`src/pkg/abx_pkg.sv`:
```
// Package of encodings and field positions for the add, and, branch unit
package abx_pkg;
   localparam int          ABX_XLEN       = 32;
   localparam int          ABX_NREG       = 32;
   localparam int          ABX_OP_HI      = 31;
   localparam int          ABX_OP_LO      = 26;
   localparam int          ABX_RA_HI      = 25;
   localparam int          ABX_RA_LO      = 21;
   localparam int          ABX_RB_HI      = 20;
   localparam int          ABX_RB_LO      = 16;
   localparam int          ABX_RD_HI      = 15;
   localparam int          ABX_RD_LO      = 11;
   localparam int          ABX_SH_HI      = 10;
   localparam int          ABX_SH_LO      = 6;
   localparam int          ABX_FN_HI      = 5;
   localparam int          ABX_IMM_HI     = 15;
   localparam logic [5:0]  ABX_OP_SPECIAL = 6'h00;
   localparam logic [5:0]  ABX_OP_CLASS_A = 6'h01;
   localparam logic [5:0]  ABX_OP_ADDIT   = 6'h08;
   localparam logic [5:0]  ABX_OP_ADDIM   = 6'h09;
   localparam logic [5:0]  ABX_OP_BITAND_IMM    = 6'h0c;
   localparam logic [5:0]  ABX_OP_BEQ     = 6'h04;
   localparam logic [5:0]  ABX_OP_BRANCH_IF_EQUAL_LIKELY    = 6'h14;
   localparam logic [5:0]  ABX_FN_ADDRM   = 6'h21;
   localparam logic [5:0]  ABX_FN_AND     = 6'h24;
   localparam logic [4:0]  ABX_RB_NNLINK  = 5'h11;
   localparam logic [4:0]  ABX_REG_ZERO   = 5'h00;
   localparam logic [4:0]  ABX_REG_LINK   = 5'h1f;
   localparam logic [31:0] ABX_LINK_OFS   = 32'h00000008;
   localparam logic [31:0] ABX_SLOT_OFS   = 32'h00000004;
   localparam logic [31:0] ABX_PC_RESET   = 32'h00000000;
   localparam logic [31:0] ABX_WORD_ZERO  = 32'h00000000;

   typedef enum logic [3:0] {
      ABX_K_NONE, ABX_K_ADDIT, ABX_K_ADDIM, ABX_K_ADDRM, ABX_K_AND,
      ABX_K_BITAND_IMM, ABX_K_BEQ, ABX_K_BRANCH_IF_EQUAL_LIKELY, ABX_K_BAL
   } abx_kind_t;
endpackage

```
`src/abx_exec.sv`:
```
// Decode and execute unit for add, and, equal-branch and link-branch forms
`timescale 1ns/10ps
`default_nettype none
module abx_exec
   import abx_pkg::*;
(
   input  wire logic        clk,
   input  wire logic        rst_n,
   input  wire logic        instr_valid,
   input  wire logic [31:0] instr_word,
   input  wire logic [31:0] instr_pc,
   input  wire logic [4:0]  dbg_rd_addr,
   output logic      [31:0] dbg_rd_data,
   output logic             done,
   output logic             ovf_exc,
   output logic [31:0]      exc_pc,
   output logic             redirect,
   output logic [31:0]      redirect_pc,
   output logic             nullify_slot,
   output logic             illegal,
   output logic             wb_en,
   output logic [4:0]       wb_addr,
   output logic [31:0]      wb_data
);
   typedef enum logic [1:0] {
      ABX_S_IDLE, ABX_S_READ, ABX_S_EXEC
   } abx_state_t;

   // Sign-extended 18-bit branch offset
   function automatic logic [31:0] abx_boff(input logic [15:0] ofs);
      abx_boff = {{14{ofs[15]}}, ofs, 2'b00};
   endfunction

   // Sign-extended immediate
   function automatic logic [31:0] abx_sext(input logic [15:0] imm);
      abx_sext = {{16{imm[15]}}, imm};
   endfunction

   abx_state_t  state;
   abx_state_t  next_state;
   abx_kind_t   kind;
   abx_kind_t   next_kind;
   logic [31:0] iw;
   logic [31:0] next_iw;
   logic [31:0] ipc;
   logic [31:0] next_ipc;
   logic [31:0] op_a;
   logic [31:0] op_b;
   logic [4:0]  rf_ra;
   logic [4:0]  rf_rb;
   abx_kind_t   dec_kind;

   logic        next_done;
   logic        next_ovf_exc;
   logic [31:0] next_exc_pc;
   logic        next_redirect;
   logic [31:0] next_redirect_pc;
   logic        next_nullify_slot;
   logic        next_illegal;
   logic        next_wb_en;
   logic [4:0]  next_wb_addr;
   logic [31:0] next_wb_data;
   logic        rf_we;
   logic [4:0]  rf_wa;
   logic [31:0] rf_wd;
   logic [32:0] sum_ext;

   // Decode of the incoming word
   always_comb begin
      logic [5:0] op;
      logic [5:0] fn;
      op = instr_word[ABX_OP_HI:ABX_OP_LO];
      fn = instr_word[ABX_FN_HI:0];
      dec_kind = ABX_K_NONE;
      unique case (op)
         ABX_OP_ADDIT: dec_kind = ABX_K_ADDIT;
         ABX_OP_ADDIM: dec_kind = ABX_K_ADDIM;
         ABX_OP_BITAND_IMM: dec_kind = ABX_K_BITAND_IMM;
         ABX_OP_BEQ: dec_kind = ABX_K_BEQ;
         ABX_OP_BRANCH_IF_EQUAL_LIKELY: dec_kind = ABX_K_BRANCH_IF_EQUAL_LIKELY;
         ABX_OP_SPECIAL: begin
            if (instr_word[ABX_SH_HI:ABX_SH_LO] == 5'h00) begin
               if (fn == ABX_FN_ADDRM)
                  dec_kind = ABX_K_ADDRM;
               else if (fn == ABX_FN_AND)
                  dec_kind = ABX_K_AND;
            end
         end
         ABX_OP_CLASS_A: begin
            if (instr_word[ABX_RB_HI:ABX_RB_LO] == ABX_RB_NNLINK &&
                instr_word[ABX_RA_HI:ABX_RA_LO] == ABX_REG_ZERO)
               dec_kind = ABX_K_BAL;
         end
         default: dec_kind = ABX_K_NONE;
      endcase
   end

   // Sequencer: take word, read operands, execute
   always_comb begin
      next_state = state;
      next_kind  = kind;
      next_iw    = iw;
      next_ipc   = ipc;
      unique case (state)
         ABX_S_IDLE: begin
            if (instr_valid) begin
               next_state = ABX_S_READ;
               next_kind  = dec_kind;
               next_iw    = instr_word;
               next_ipc   = instr_pc;
            end
         end
         ABX_S_READ: next_state = ABX_S_EXEC;
         ABX_S_EXEC: next_state = ABX_S_IDLE;
      endcase
   end

   always_ff @(posedge clk or negedge rst_n) begin
      if (!rst_n) begin
         state <= ABX_S_IDLE;
         kind  <= ABX_K_NONE;
         iw    <= ABX_WORD_ZERO;
         ipc   <= ABX_PC_RESET;
      end else begin
         state <= next_state;
         kind  <= next_kind;
         iw    <= next_iw;
         ipc   <= next_ipc;
      end
   end

   // Port A reads the latched source; in idle it serves the debug view
   assign rf_ra   = (state == ABX_S_IDLE) ? dbg_rd_addr :
                    iw[ABX_RA_HI:ABX_RA_LO];
   assign rf_rb   = iw[ABX_RB_HI:ABX_RB_LO];
   assign sum_ext = {op_a[31], op_a} + {op_b[31], op_b};

   abx_regfile #(
      .WIDTH (ABX_XLEN),
      .DEPTH (ABX_NREG)
   ) u_rf (
      .clk       (clk),
      .rst_n     (rst_n),
      .rd_addr_a (rf_ra),
      .rd_addr_b (rf_rb),
      .rd_data_a (op_a),
      .rd_data_b (op_b),
      .wr_en     (rf_we),
      .wr_addr   (rf_wa),
      .wr_data   (rf_wd)
   );

   assign rf_we = wb_en;
   assign rf_wa = wb_addr;
   assign rf_wd = wb_data;

   // Execute stage results
   always_comb begin
      logic [31:0] slot_pc;
      logic [31:0] imm_s;
      logic [31:0] b_src;
      slot_pc = ipc + ABX_SLOT_OFS;
      imm_s   = abx_sext(iw[ABX_IMM_HI:0]);
      b_src   = op_b;
      next_done         = 1'b0;
      next_ovf_exc      = 1'b0;
      next_exc_pc       = exc_pc;
      next_redirect     = 1'b0;
      next_redirect_pc  = redirect_pc;
      next_nullify_slot = 1'b0;
      next_illegal      = 1'b0;
      next_wb_en        = 1'b0;
      next_wb_addr      = wb_addr;
      next_wb_data      = wb_data;
      if (state == ABX_S_EXEC) begin
         next_done = 1'b1;
         next_redirect_pc = slot_pc + abx_boff(iw[ABX_IMM_HI:0]);
         unique case (kind)
            ABX_K_ADDIT: begin
               next_wb_data = op_a + imm_s;
               if (op_a[31] == imm_s[31] && next_wb_data[31] != op_a[31]) begin
                  next_ovf_exc = 1'b1;
                  next_exc_pc  = ipc;
               end else begin
                  next_wb_en   = 1'b1;
                  next_wb_addr = iw[ABX_RB_HI:ABX_RB_LO];
               end
            end
            ABX_K_ADDIM: begin
               next_wb_en   = 1'b1;
               next_wb_addr = iw[ABX_RB_HI:ABX_RB_LO];
               next_wb_data = op_a + imm_s;
            end
            ABX_K_ADDRM: begin
               next_wb_en   = 1'b1;
               next_wb_addr = iw[ABX_RD_HI:ABX_RD_LO];
               next_wb_data = sum_ext[31:0];
            end
            ABX_K_AND: begin
               next_wb_en   = 1'b1;
               next_wb_addr = iw[ABX_RD_HI:ABX_RD_LO];
               next_wb_data = op_a & b_src;
            end
            ABX_K_BITAND_IMM: begin
               next_wb_en   = 1'b1;
               next_wb_addr = iw[ABX_RB_HI:ABX_RB_LO];
               next_wb_data = op_a & {16'h0000, iw[ABX_IMM_HI:0]};
            end
            ABX_K_BEQ: next_redirect = (op_a == op_b);
            ABX_K_BRANCH_IF_EQUAL_LIKELY: begin
               next_redirect     = (op_a == op_b);
               next_nullify_slot = (op_a != op_b);
            end
            ABX_K_BAL: begin
               next_redirect = 1'b1;
               next_wb_en    = 1'b1;
               next_wb_addr  = ABX_REG_LINK;
               next_wb_data  = ipc + ABX_LINK_OFS;
            end
            ABX_K_NONE: next_illegal = 1'b1;
            default: next_illegal = 1'b1;
         endcase
      end
   end

   always_ff @(posedge clk or negedge rst_n) begin
      if (!rst_n) begin
         done         <= 1'b0;
         ovf_exc      <= 1'b0;
         exc_pc       <= ABX_PC_RESET;
         redirect     <= 1'b0;
         redirect_pc  <= ABX_PC_RESET;
         nullify_slot <= 1'b0;
         illegal      <= 1'b0;
         wb_en        <= 1'b0;
         wb_addr      <= ABX_REG_ZERO;
         wb_data      <= ABX_WORD_ZERO;
         dbg_rd_data  <= ABX_WORD_ZERO;
      end else begin
         done         <= next_done;
         ovf_exc      <= next_ovf_exc;
         exc_pc       <= next_exc_pc;
         redirect     <= next_redirect;
         redirect_pc  <= next_redirect_pc;
         nullify_slot <= next_nullify_slot;
         illegal      <= next_illegal;
         wb_en        <= next_wb_en;
         wb_addr      <= next_wb_addr;
         wb_data      <= next_wb_data;
         dbg_rd_data  <= op_a;
      end
   end

   chk_ovf_no_write: assert property (@(posedge clk) disable iff (!rst_n)
      ovf_exc |-> !wb_en) else $error("overflow with register write");
   chk_modulo_no_trap: assert property (@(posedge clk) disable iff (!rst_n)
      (state == ABX_S_EXEC && kind != ABX_K_ADDIT) |=> !ovf_exc)
      else $error("non-trapping form raised overflow");
   chk_addit_timing: assert property (@(posedge clk) disable iff (!rst_n)
      (state == ABX_S_IDLE && instr_valid && dec_kind == ABX_K_ADDIT)
      |=> ##2 (done && (ovf_exc || wb_en)))
      else $error("trapping add gave no result");
   chk_addit_target: assert property (@(posedge clk) disable iff (!rst_n)
      (state == ABX_S_EXEC && kind == ABX_K_ADDIT) |=>
      (wb_en |-> wb_addr == $past(iw[ABX_RB_HI:ABX_RB_LO])))
      else $error("trapping add wrote wrong register");
   chk_link_value: assert property (@(posedge clk) disable iff (!rst_n)
      (state == ABX_S_EXEC && kind == ABX_K_BAL) |=>
      (wb_en && redirect && wb_addr == ABX_REG_LINK &&
       wb_data == $past(ipc) + ABX_LINK_OFS))
      else $error("link branch wrong");
   chk_branch_target: assert property (@(posedge clk) disable iff (!rst_n)
      redirect |-> redirect_pc == ipc + ABX_SLOT_OFS +
      {{14{iw[15]}}, iw[15:0], 2'b00})
      else $error("branch target wrong");
   // likely nullifies exactly when not taken
   chk_likely_null: assert property (@(posedge clk) disable iff (!rst_n)
      (state == ABX_S_EXEC && kind == ABX_K_BRANCH_IF_EQUAL_LIKELY) |=>
      (redirect != nullify_slot))
      else $error("likely branch slot handling wrong");
   chk_beq_slot: assert property (@(posedge clk) disable iff (!rst_n)
      (state == ABX_S_EXEC && kind == ABX_K_BEQ) |=>
      (!nullify_slot && redirect == $past(op_a == op_b)))
      else $error("equal branch wrong");
   chk_zero_reg: assert property (@(posedge clk) disable iff (!rst_n)
      (state == ABX_S_READ && iw[ABX_RA_HI:ABX_RA_LO] == ABX_REG_ZERO)
      |=> op_a == ABX_WORD_ZERO)
      else $error("register zero not zero");
endmodule
`default_nettype wire

```
`src/abx_regfile.sv`:
```
// General register file with two registered read ports, one write port
`timescale 1ns/10ps
`default_nettype none
module abx_regfile
   import abx_pkg::*;
#(
   parameter int WIDTH = ABX_XLEN,
   parameter int DEPTH = ABX_NREG
) (
   input  wire logic                     clk,
   input  wire logic                     rst_n,
   input  wire logic [$clog2(DEPTH)-1:0] rd_addr_a,
   input  wire logic [$clog2(DEPTH)-1:0] rd_addr_b,
   output logic      [WIDTH-1:0]         rd_data_a,
   output logic      [WIDTH-1:0]         rd_data_b,
   input  wire logic                     wr_en,
   input  wire logic [$clog2(DEPTH)-1:0] wr_addr,
   input  wire logic [WIDTH-1:0]         wr_data
);
   localparam int AW = $clog2(DEPTH);
   // Refuse shapes that the address decode cannot serve
   if (DEPTH < 2 || (1 << AW) != DEPTH || WIDTH < 1) begin : g_bad_shape
      $error("abx_regfile: DEPTH must be a power of two, WIDTH >= 1");
   end

   logic [WIDTH-1:0] mem [DEPTH];
   logic [WIDTH-1:0] next_rd_data_a;
   logic [WIDTH-1:0] next_rd_data_b;

   // Read data; register zero always reads as zero
   // zero register read
   always_comb begin
      next_rd_data_a = (rd_addr_a == '0) ? '0 : mem[rd_addr_a];
      next_rd_data_b = (rd_addr_b == '0) ? '0 : mem[rd_addr_b];
   end

   always_ff @(posedge clk or negedge rst_n) begin
      if (!rst_n) begin
         rd_data_a <= '0;
         rd_data_b <= '0;
      end else begin
         rd_data_a <= next_rd_data_a;
         rd_data_b <= next_rd_data_b;
      end
   end

   // Storage; writes to register zero are dropped
   // zero write discard
   always_ff @(posedge clk) begin
      if (wr_en && wr_addr != '0) begin
         mem[wr_addr] <= wr_data;
      end
   end
endmodule
`default_nettype wire

```
`config.mk`:
```
export PLATFORM = sky130hd
export DESIGN_NAME = abx_exec
export DESIGN_NICKNAME = d
export VERILOG_FILES = /design/src/pkg/abx_pkg.sv /design/src/abx_exec.sv /design/src/abx_regfile.sv
export SDC_FILE = /design/constraint.sdc
export NUM_CORES = 2
export LEC_CHECK = 0
export BUFFER_PORTS_ARGS = -buffer_cell sky130_fd_sc_hd__buf_2
export CAP_MARGIN = 0
export CORE_MARGIN = 10
export CORE_UTILIZATION = 40
export CTS_BUF_LIST = sky130_fd_sc_hd__clkbuf_2 sky130_fd_sc_hd__clkbuf_4 sky130_fd_sc_hd__clkbuf_8
export DETAILED_ROUTE_END_ITERATION = 8
export SETUP_SLACK_MARGIN = 0.4
export SLEW_MARGIN = 20
export SYNTH_ARGS = -nofsm -noshare
export SYNTH_HDL_FRONTEND = slang
export SYNTH_SLANG_ARGS = --single-unit
```
`constraint.sdc`:
```
create_clock -name clk -period 4.2 [get_ports clk]
set_clock_uncertainty 0.1 [all_clocks]
set_input_delay 0.84 -clock clk [delete_from_list [all_inputs] [get_ports clk]]
set_output_delay 0.84 -clock clk [all_outputs]
set_load 0.005 [all_outputs]
```
Yosys cells after proc, flatten, opt, wreduce, memory -nomap -nowiden:

Memories as Yosys holds them, arrays and structs flattened.
Cells that the tools add are included.

* bitwise operators: 2
* reduce and logical (&&, ||, !) cells: 22
* add/subtract/negate cells: 5
* muxes and demuxes: 28
* equal/unequal tests: 25

Operators by type and width (count)
* $pmux 32 s5: 1
* $add 32x32->32: 3
* $mux 32: 2
* $add 32x3->32 const B: 1
* $add 32x4->32 const B: 1
* $and 32x16->32: 1
* $and 32x32->32: 1
* $eq 32x32->1: 1
* $ne 32x32->1: 1
* $pmux 4 s7: 1
* $logic_not 5->1: 4
* $pmux 5 s4: 1
* $eq 6x4->1 const B: 3
* $eq 4x3->1 const B: 4
* $mux 1: 13
* $eq 6x6->1 const B: 2
* $mux 5: 2
* $reduce_bool 5->1: 2
* $mux 3: 3
* $eq 4x2->1 const B: 2
* $reduce_or 2->1: 4
* $reduce_or 8->1: 1
* $eq 6x1->1 const B: 1
* $eq 6x3->1 const B: 1
* other kinds (20): 26

* bits in registers: 267
* memories kept: 1
* RAM bits: 1024
* output and inout bits: 139
* bits of input ports: 72

Memories
* u_rf.mem: depth 32, width 32, rd ports 2, clocked after Yosys merged registers in 0, wr ports 1, RTL line abx_regfile.sv:26 `logic [WIDTH-1:0] mem [DEPTH];`

Depth between registers and ports, before layout:

* word-level depth: 6
* gate-level depth with buffers: 14
* depth with buffers taken out: 14

Modules after synthesis:

A second synthesis with hierarchy kept.

* cell total of the unflattened synthesis: 4117
* area total of the unflattened synthesis: 63848.7 um^2

By module, submodules not included
* abx_regfile: area an instance 49531.3 um^2, times used 1, cells each 2628
* abx_exec: area an instance 14317.5 um^2, times used 1, cells each 1489

Least setup slack after synthesis:

OpenSTA, ideal clock, no wires.

* path kind: reg-to-reg
* from: register wb_addr[0]
* to: memory u_rf.mem[2][0] in the netlist's numbering, enable pin
* path slack: -0.265 ns
* buffers on the path: 1
* cell stages (with the launch flop): 4
* arrival time: 3.863 ns
* period minus slack after synthesis: 4.465 ns
* setup time: 0.502 ns
* required time: 3.598 ns
* path through: dfrtp_1 > nand2b_1 > clkbuf_1 > nor4_1

* word-level cells in the longest chain between the ends: 4

RTL lines
* from (decl): RTL line abx_exec.sv:22 `output logic [4:0] wb_addr,`
* from (signal assigned): RTL line abx_exec.sv:248 `wb_addr <= next_wb_addr;`
* $reduce_bool 5->1: RTL line abx_regfile.sv:50 `if (wr_en && wr_addr != '0) begin`
* $logic_and 1x1->1: RTL line abx_regfile.sv:50
* $mux 1: RTL line abx_regfile.sv:50
* $mux 1 (implied by the code): RTL line abx_regfile.sv:51 `mem[wr_addr] <= wr_data;`
* to (decl): RTL line abx_regfile.sv:26

Parallel ways exist; a longest one is shown, timed or not.

Worst setup path in the final report:

* from: register state[0]
* to: register u_rf.rd_data_a[15]

* word-level cells in the longest chain between the ends: 4
* elaborated cells between the ends (all ways): 5

RTL lines
* from (decl): RTL line abx_exec.sv:39 `abx_state_t state;`
* from (signal assigned): RTL line abx_exec.sv:125 `state <= next_state;`
* $logic_not 2->1 *: RTL line abx_exec.sv:133 `assign rf_ra = (state == ABX_S_IDLE) ? dbg_rd_addr :`
* $mux 5 *: RTL line abx_exec.sv:133
* $mem_v2 32x32 or $logic_not 5->1 (tied branches)
* $mux 32 *: RTL line abx_regfile.sv:33 `next_rd_data_a = (rd_addr_a == '0) ? '0 : mem[rd_addr_a];`
* net u_rf.next_rd_data_a[15]: RTL line abx_regfile.sv:27 `logic [WIDTH-1:0] next_rd_data_a;`
* to (signal assigned): RTL line abx_regfile.sv:42 `rd_data_a <= next_rd_data_a;`
* to (decl): RTL line abx_regfile.sv:14 `output logic [WIDTH-1:0] rd_data_a,`

Mark *: on every way through the listed nets, which the timed path passes. The rest lies on a longest branch.
A chain may end at the register's enable or synchronous reset.

==> metrics.md <==
| Metric | Value |
|---|---|
| Non-filler instance count after layout | 7637 |
| Pre-Repair DR Iteration Count | 6 |
| Starting Density | 0.4026 |
| Die H | between 400 and 500 µm |
| Number of synthesized flops with an enable pin | 1024 |
| CP Max Fanout | 37 |
| Critical path class | flop to flop |
| Ys flop type | edfxtp_1 |
| Fin. Hold Viols | 0 |
| Tot GR Track Use | 0.2404 |
| Synth unique cells | 75 |
| P_leak | 27.80 nW |
| Slew HR | 0.2997 |
| Fill cells | about 14k |
| Area growth syn-to-layout | 15.92% |
| CP startpoint kind | flop |
| Clock network power share | 0.185 |
| CP endpoint kind | flop |
| Clock Pin Slew Worst Setup and Hold Paths | 0.06 ns |
| Final nets | roughly 5.6k |
| Num Clock Sinks | 1291 |
| Comb power frac | 0.524 |
| Number of vias per cell | 6.144 |
| Share of cells above drive strength 1 | 0.2339 |
| Routed vias | 46.92k |
| Switching Share | 0.4293 |
| RSZ-0062 raised after global routing | no |
| CTS tree | yes |
| DRC | 0 |
| Synthesized cell area | 63840 µm² |
| Fraction of registers with async set/reset | 0.2068 |
| Worst skew pair latency | 0.96 ns |
| WL/cell | 28.35 µm |
| P_sw | approximately 26 mW |
| Num rows | 146 |
| Hold path start | instr_pc[2] |
| CORE AREA | 158600 µm² |
| Worst-margin pin slew | 1.046 ns |
| MaxCap Viol Count | 0 |
| Worst VDD drop | between 0.0005 and 0.0006 V |
| Root buffer cell | clkbuf_8 |
| Setup TNS | 0 ns |
| Flop pwr share | 0.291 |
| Fin. max-slew vios | 0 |
| Antenna violations before repair | 8 |
| DRT iter0 DRCs | ~5.6k |
| Yosys Warn Count | 0 |
| Die area | 176000 µm² |
| #FFs+latches synth | 1291 |
| Fmax | 0.2744 GHz |
| Max Root-Sink Buffers | 3 |
| Mean Syn Cell Area | ~13 µm² |
| Outcome | finished clean |
| Worst Hold Class | input port to flop |
| CP Data Arrival Time | 4.37 ns |
| Cell accounting for the most synthesized area | edfxtp_1 |
| Final WL | 216500 µm |
| GRT overflow | 0 |
| Die width | about 420 µm |
| P per Cell Area | 830.3 nW/µm² |
| FF-to-FF Start | state[0] |
| H-tree depth | 4 |
| Pint | 35.07 mW |
| Post-synth top area share | 0.4816 |
| Synth area leaders | edfxtp_1 (48%), mux4_2 (11%), dfrtp_1 (10%) |
| Post-Syn Instances | roughly 5.0k |
| Largest net degree at the start of global routing | ~90 |
| DP HPWL | between 100000 and 150000 µm |
| Boundary Pins | 211 |
| Port-buffer cells | between 200 and 250 |
| GP Congestion | 0.9206 |
| Critical path launch point | state[0] |
| Placed insts | slightly above 7k |
| Remaining antenna violation count | 0 |
| Final setup vio count | 0 |
| Part of the cycle the worst path needs | 0.8678 |
| Crit path required time | 4.93 ns |
| Vias in the first global route | 45.72k |
| Crit path time final | 3.645 ns |
| CTS Buf Count | ~200 |
| First-pass GRT wire length | 313600 µm |
| Seq/Total Area, Yosys | 0.5863 |
[cells by family (layout without fill, tap and decap cells)]
| group | Yosys count | in the layout | synth area share |
|---|---|---|---|
| buffers and inverters | 406 | 911 | 0.02434 |
| adders and majority gates | 127 | 127 | 0.02524 |
| muxes | 496 | 497 | 0.1431 |
| other | 1 | 35 | 0.00005874 |
| xor gates and xnor gates | 104 | 104 | 0.01427 |
| AOI/OAI and AO/OA | 729 | 729 | 0.08019 |
| and+or+nand+nor | 1870 | 1871 | 0.1265 |
| DFF | 1291 | 1291 | 0.5863 |
[per-stage QoR]
step | area [µm²] | hold slack [ns] | utilization | setup WS, ns | power [mW]
after floorplan | 63970 | 0.2835 | - | 0.3761 | 37.86
after global placement | 69150 | 0.3047 | 0.4361 | 0.2829 | 49.50
after detailed placement | 69150 | 0.3257 | 0.4361 | 0.1542 | 49.69
after CTS | 73880 | 0.0001800 | 0.4660 | 0.4228 | 61.20
after global routing | 74000 | 0.03965 | 0.4667 | 0.4425 | 64.80
final | 74010 | 0.07355 | 0.4668 | 0.5551 | 61.45
[layout make-up]
class	instances	area [µm²]	area share
repair buffers	499	4104	0.05545
well taps	2072	2592	0.03503
inverters	34	127.6	0.001724
clock inverters	84	691.9	0.009349
clock buffers	294	3602	0.04867
diodes	3	7.507	0.0001014
multi-input cells	3360	25430	0.3436
flip-flops and latches	1291	37450	0.5060
[power groups by stage]
stage	clock [mW]	sequential, mW	combinational (mW)
2_1_floorplan	0	17.4	20.5
3_3_place_gp	0	18.1	31.4
3_5_place_dp	0	18.1	31.6
4_1_cts	11.5	17.9	31.8
5_1_grt	12.2	18.0	34.7
6_report	11.4	17.9	32.2
[synth_stat cells (all sizes together) (5+ instances only)]
master / n
inv: 34
a211o: 7
or3: 7
mux2: 126
a21o: 37
dfrtp: 267
a211oi: 43
o221ai: 14
a221oi: 22
o21bai: 10
a31oi: 72
mux4: 320
xnor2: 72
ha: 124
o21a: 15
mux2i: 50
buf: 59
and4: 6
nor4: 18
nand4: 20
a22oi: 5
and3: 147
a21oi: 187
edfxtp: 1024
nand3: 296
nor2b: 10
or2: 6
xor2: 32
o211ai: 9
a222oi: 9
nor3: 17
a311oi: 193
o31ai: 8
nor2: 183
o21ai: 66
nand2b: 11
clkbuf: 313
nand2: 1131
[critical path, stage by stage (launching register included)]
cell      delay, ns
dfrtp_1        0.39
inv_1          0.13
ha_4           0.37
mux2i_4        0.31
buf_12         0.21
buf_12         0.20
buf_12         0.21
nand2_1        0.07
and3_1         0.16
a311oi_1       0.35
a311oi_1       0.10
a211oi_1       0.35
a21oi_1        0.20
nor2_1         0.31
[sequential cells by signal, summed over array words and instances, names as in the netlist, 2 cells and up]
register	count
dbg_rd_data	32
exc_pc	32
ipc	32
iw	26
kind	4
redirect_pc	32
state	2
u_rf.mem	1024
u_rf.rd_data_a	32
u_rf.rd_data_b	32
wb_addr	5
wb_data	32
[timing repair]
item,CTS,global route
endpoints found under the hold margin,121,0
cloned,1,1
setup buffers,0,2
hold buffers,41,0
gates resized for setup,2,7
pin swaps,0,0
setup endpoints to repair,1,47
[cell usage in the layout (no fill, tap or decap), drive strengths merged, types with 11 or more instances in the layout]
| cell | count |
|---|---|
| nand2 | 1131 |
| edfxtp | 1024 |
| buf | 458 |
| mux4 | 320 |
| nand3 | 297 |
| clkbuf | 294 |
| dfrtp | 267 |
| a311oi | 193 |
| a21oi | 187 |
| nor2 | 183 |
| and3 | 147 |
| mux2 | 127 |
| ha | 124 |
| xnor2 | 72 |
| a31oi | 72 |
| o21ai | 66 |
| clkinv | 62 |
| mux2i | 50 |
| a211oi | 43 |
| dlygate4sd3 | 41 |
| inv | 41 |
| a21o | 37 |
| xor2 | 32 |
| conb | 32 |
| a221oi | 22 |
| nand4 | 20 |
| nor4 | 18 |
| nor3 | 17 |
| o21a | 15 |
| o221ai | 14 |
| nand2b | 11 |
[routing by layer]
| layer | up-vias | GRT usage | routed length [µm] |
|---|---|---|---|
| li1 | 19945 | - | - |
| met1 | 23640 | 0.3193 | 84870 |
| met2 | 2826 | 0.3774 | 99120 |
| met3 | 507 | 0.05155 | 22160 |
| met4 | 2 | 0.1101 | 10330 |
| met5 | - | 0 | 13 |
[final timing paths]
check                                           to  slack, ns  cells after the start
worst max-delay path            u_rf.rd_data_a[15]       0.56                     13
worst min register to register      dbg_rd_data[4]       0.35                      0
max in group asynchronous        u_rf.rd_data_a[0]       2.53                      3
min in group asynchronous          redirect_pc[27]       0.40                      2
worst max register to register  u_rf.rd_data_a[15]       0.56                     13
worst min-delay path                        ipc[2]       0.07                      2
Note: power is estimated with default switching activity, not from simulation.
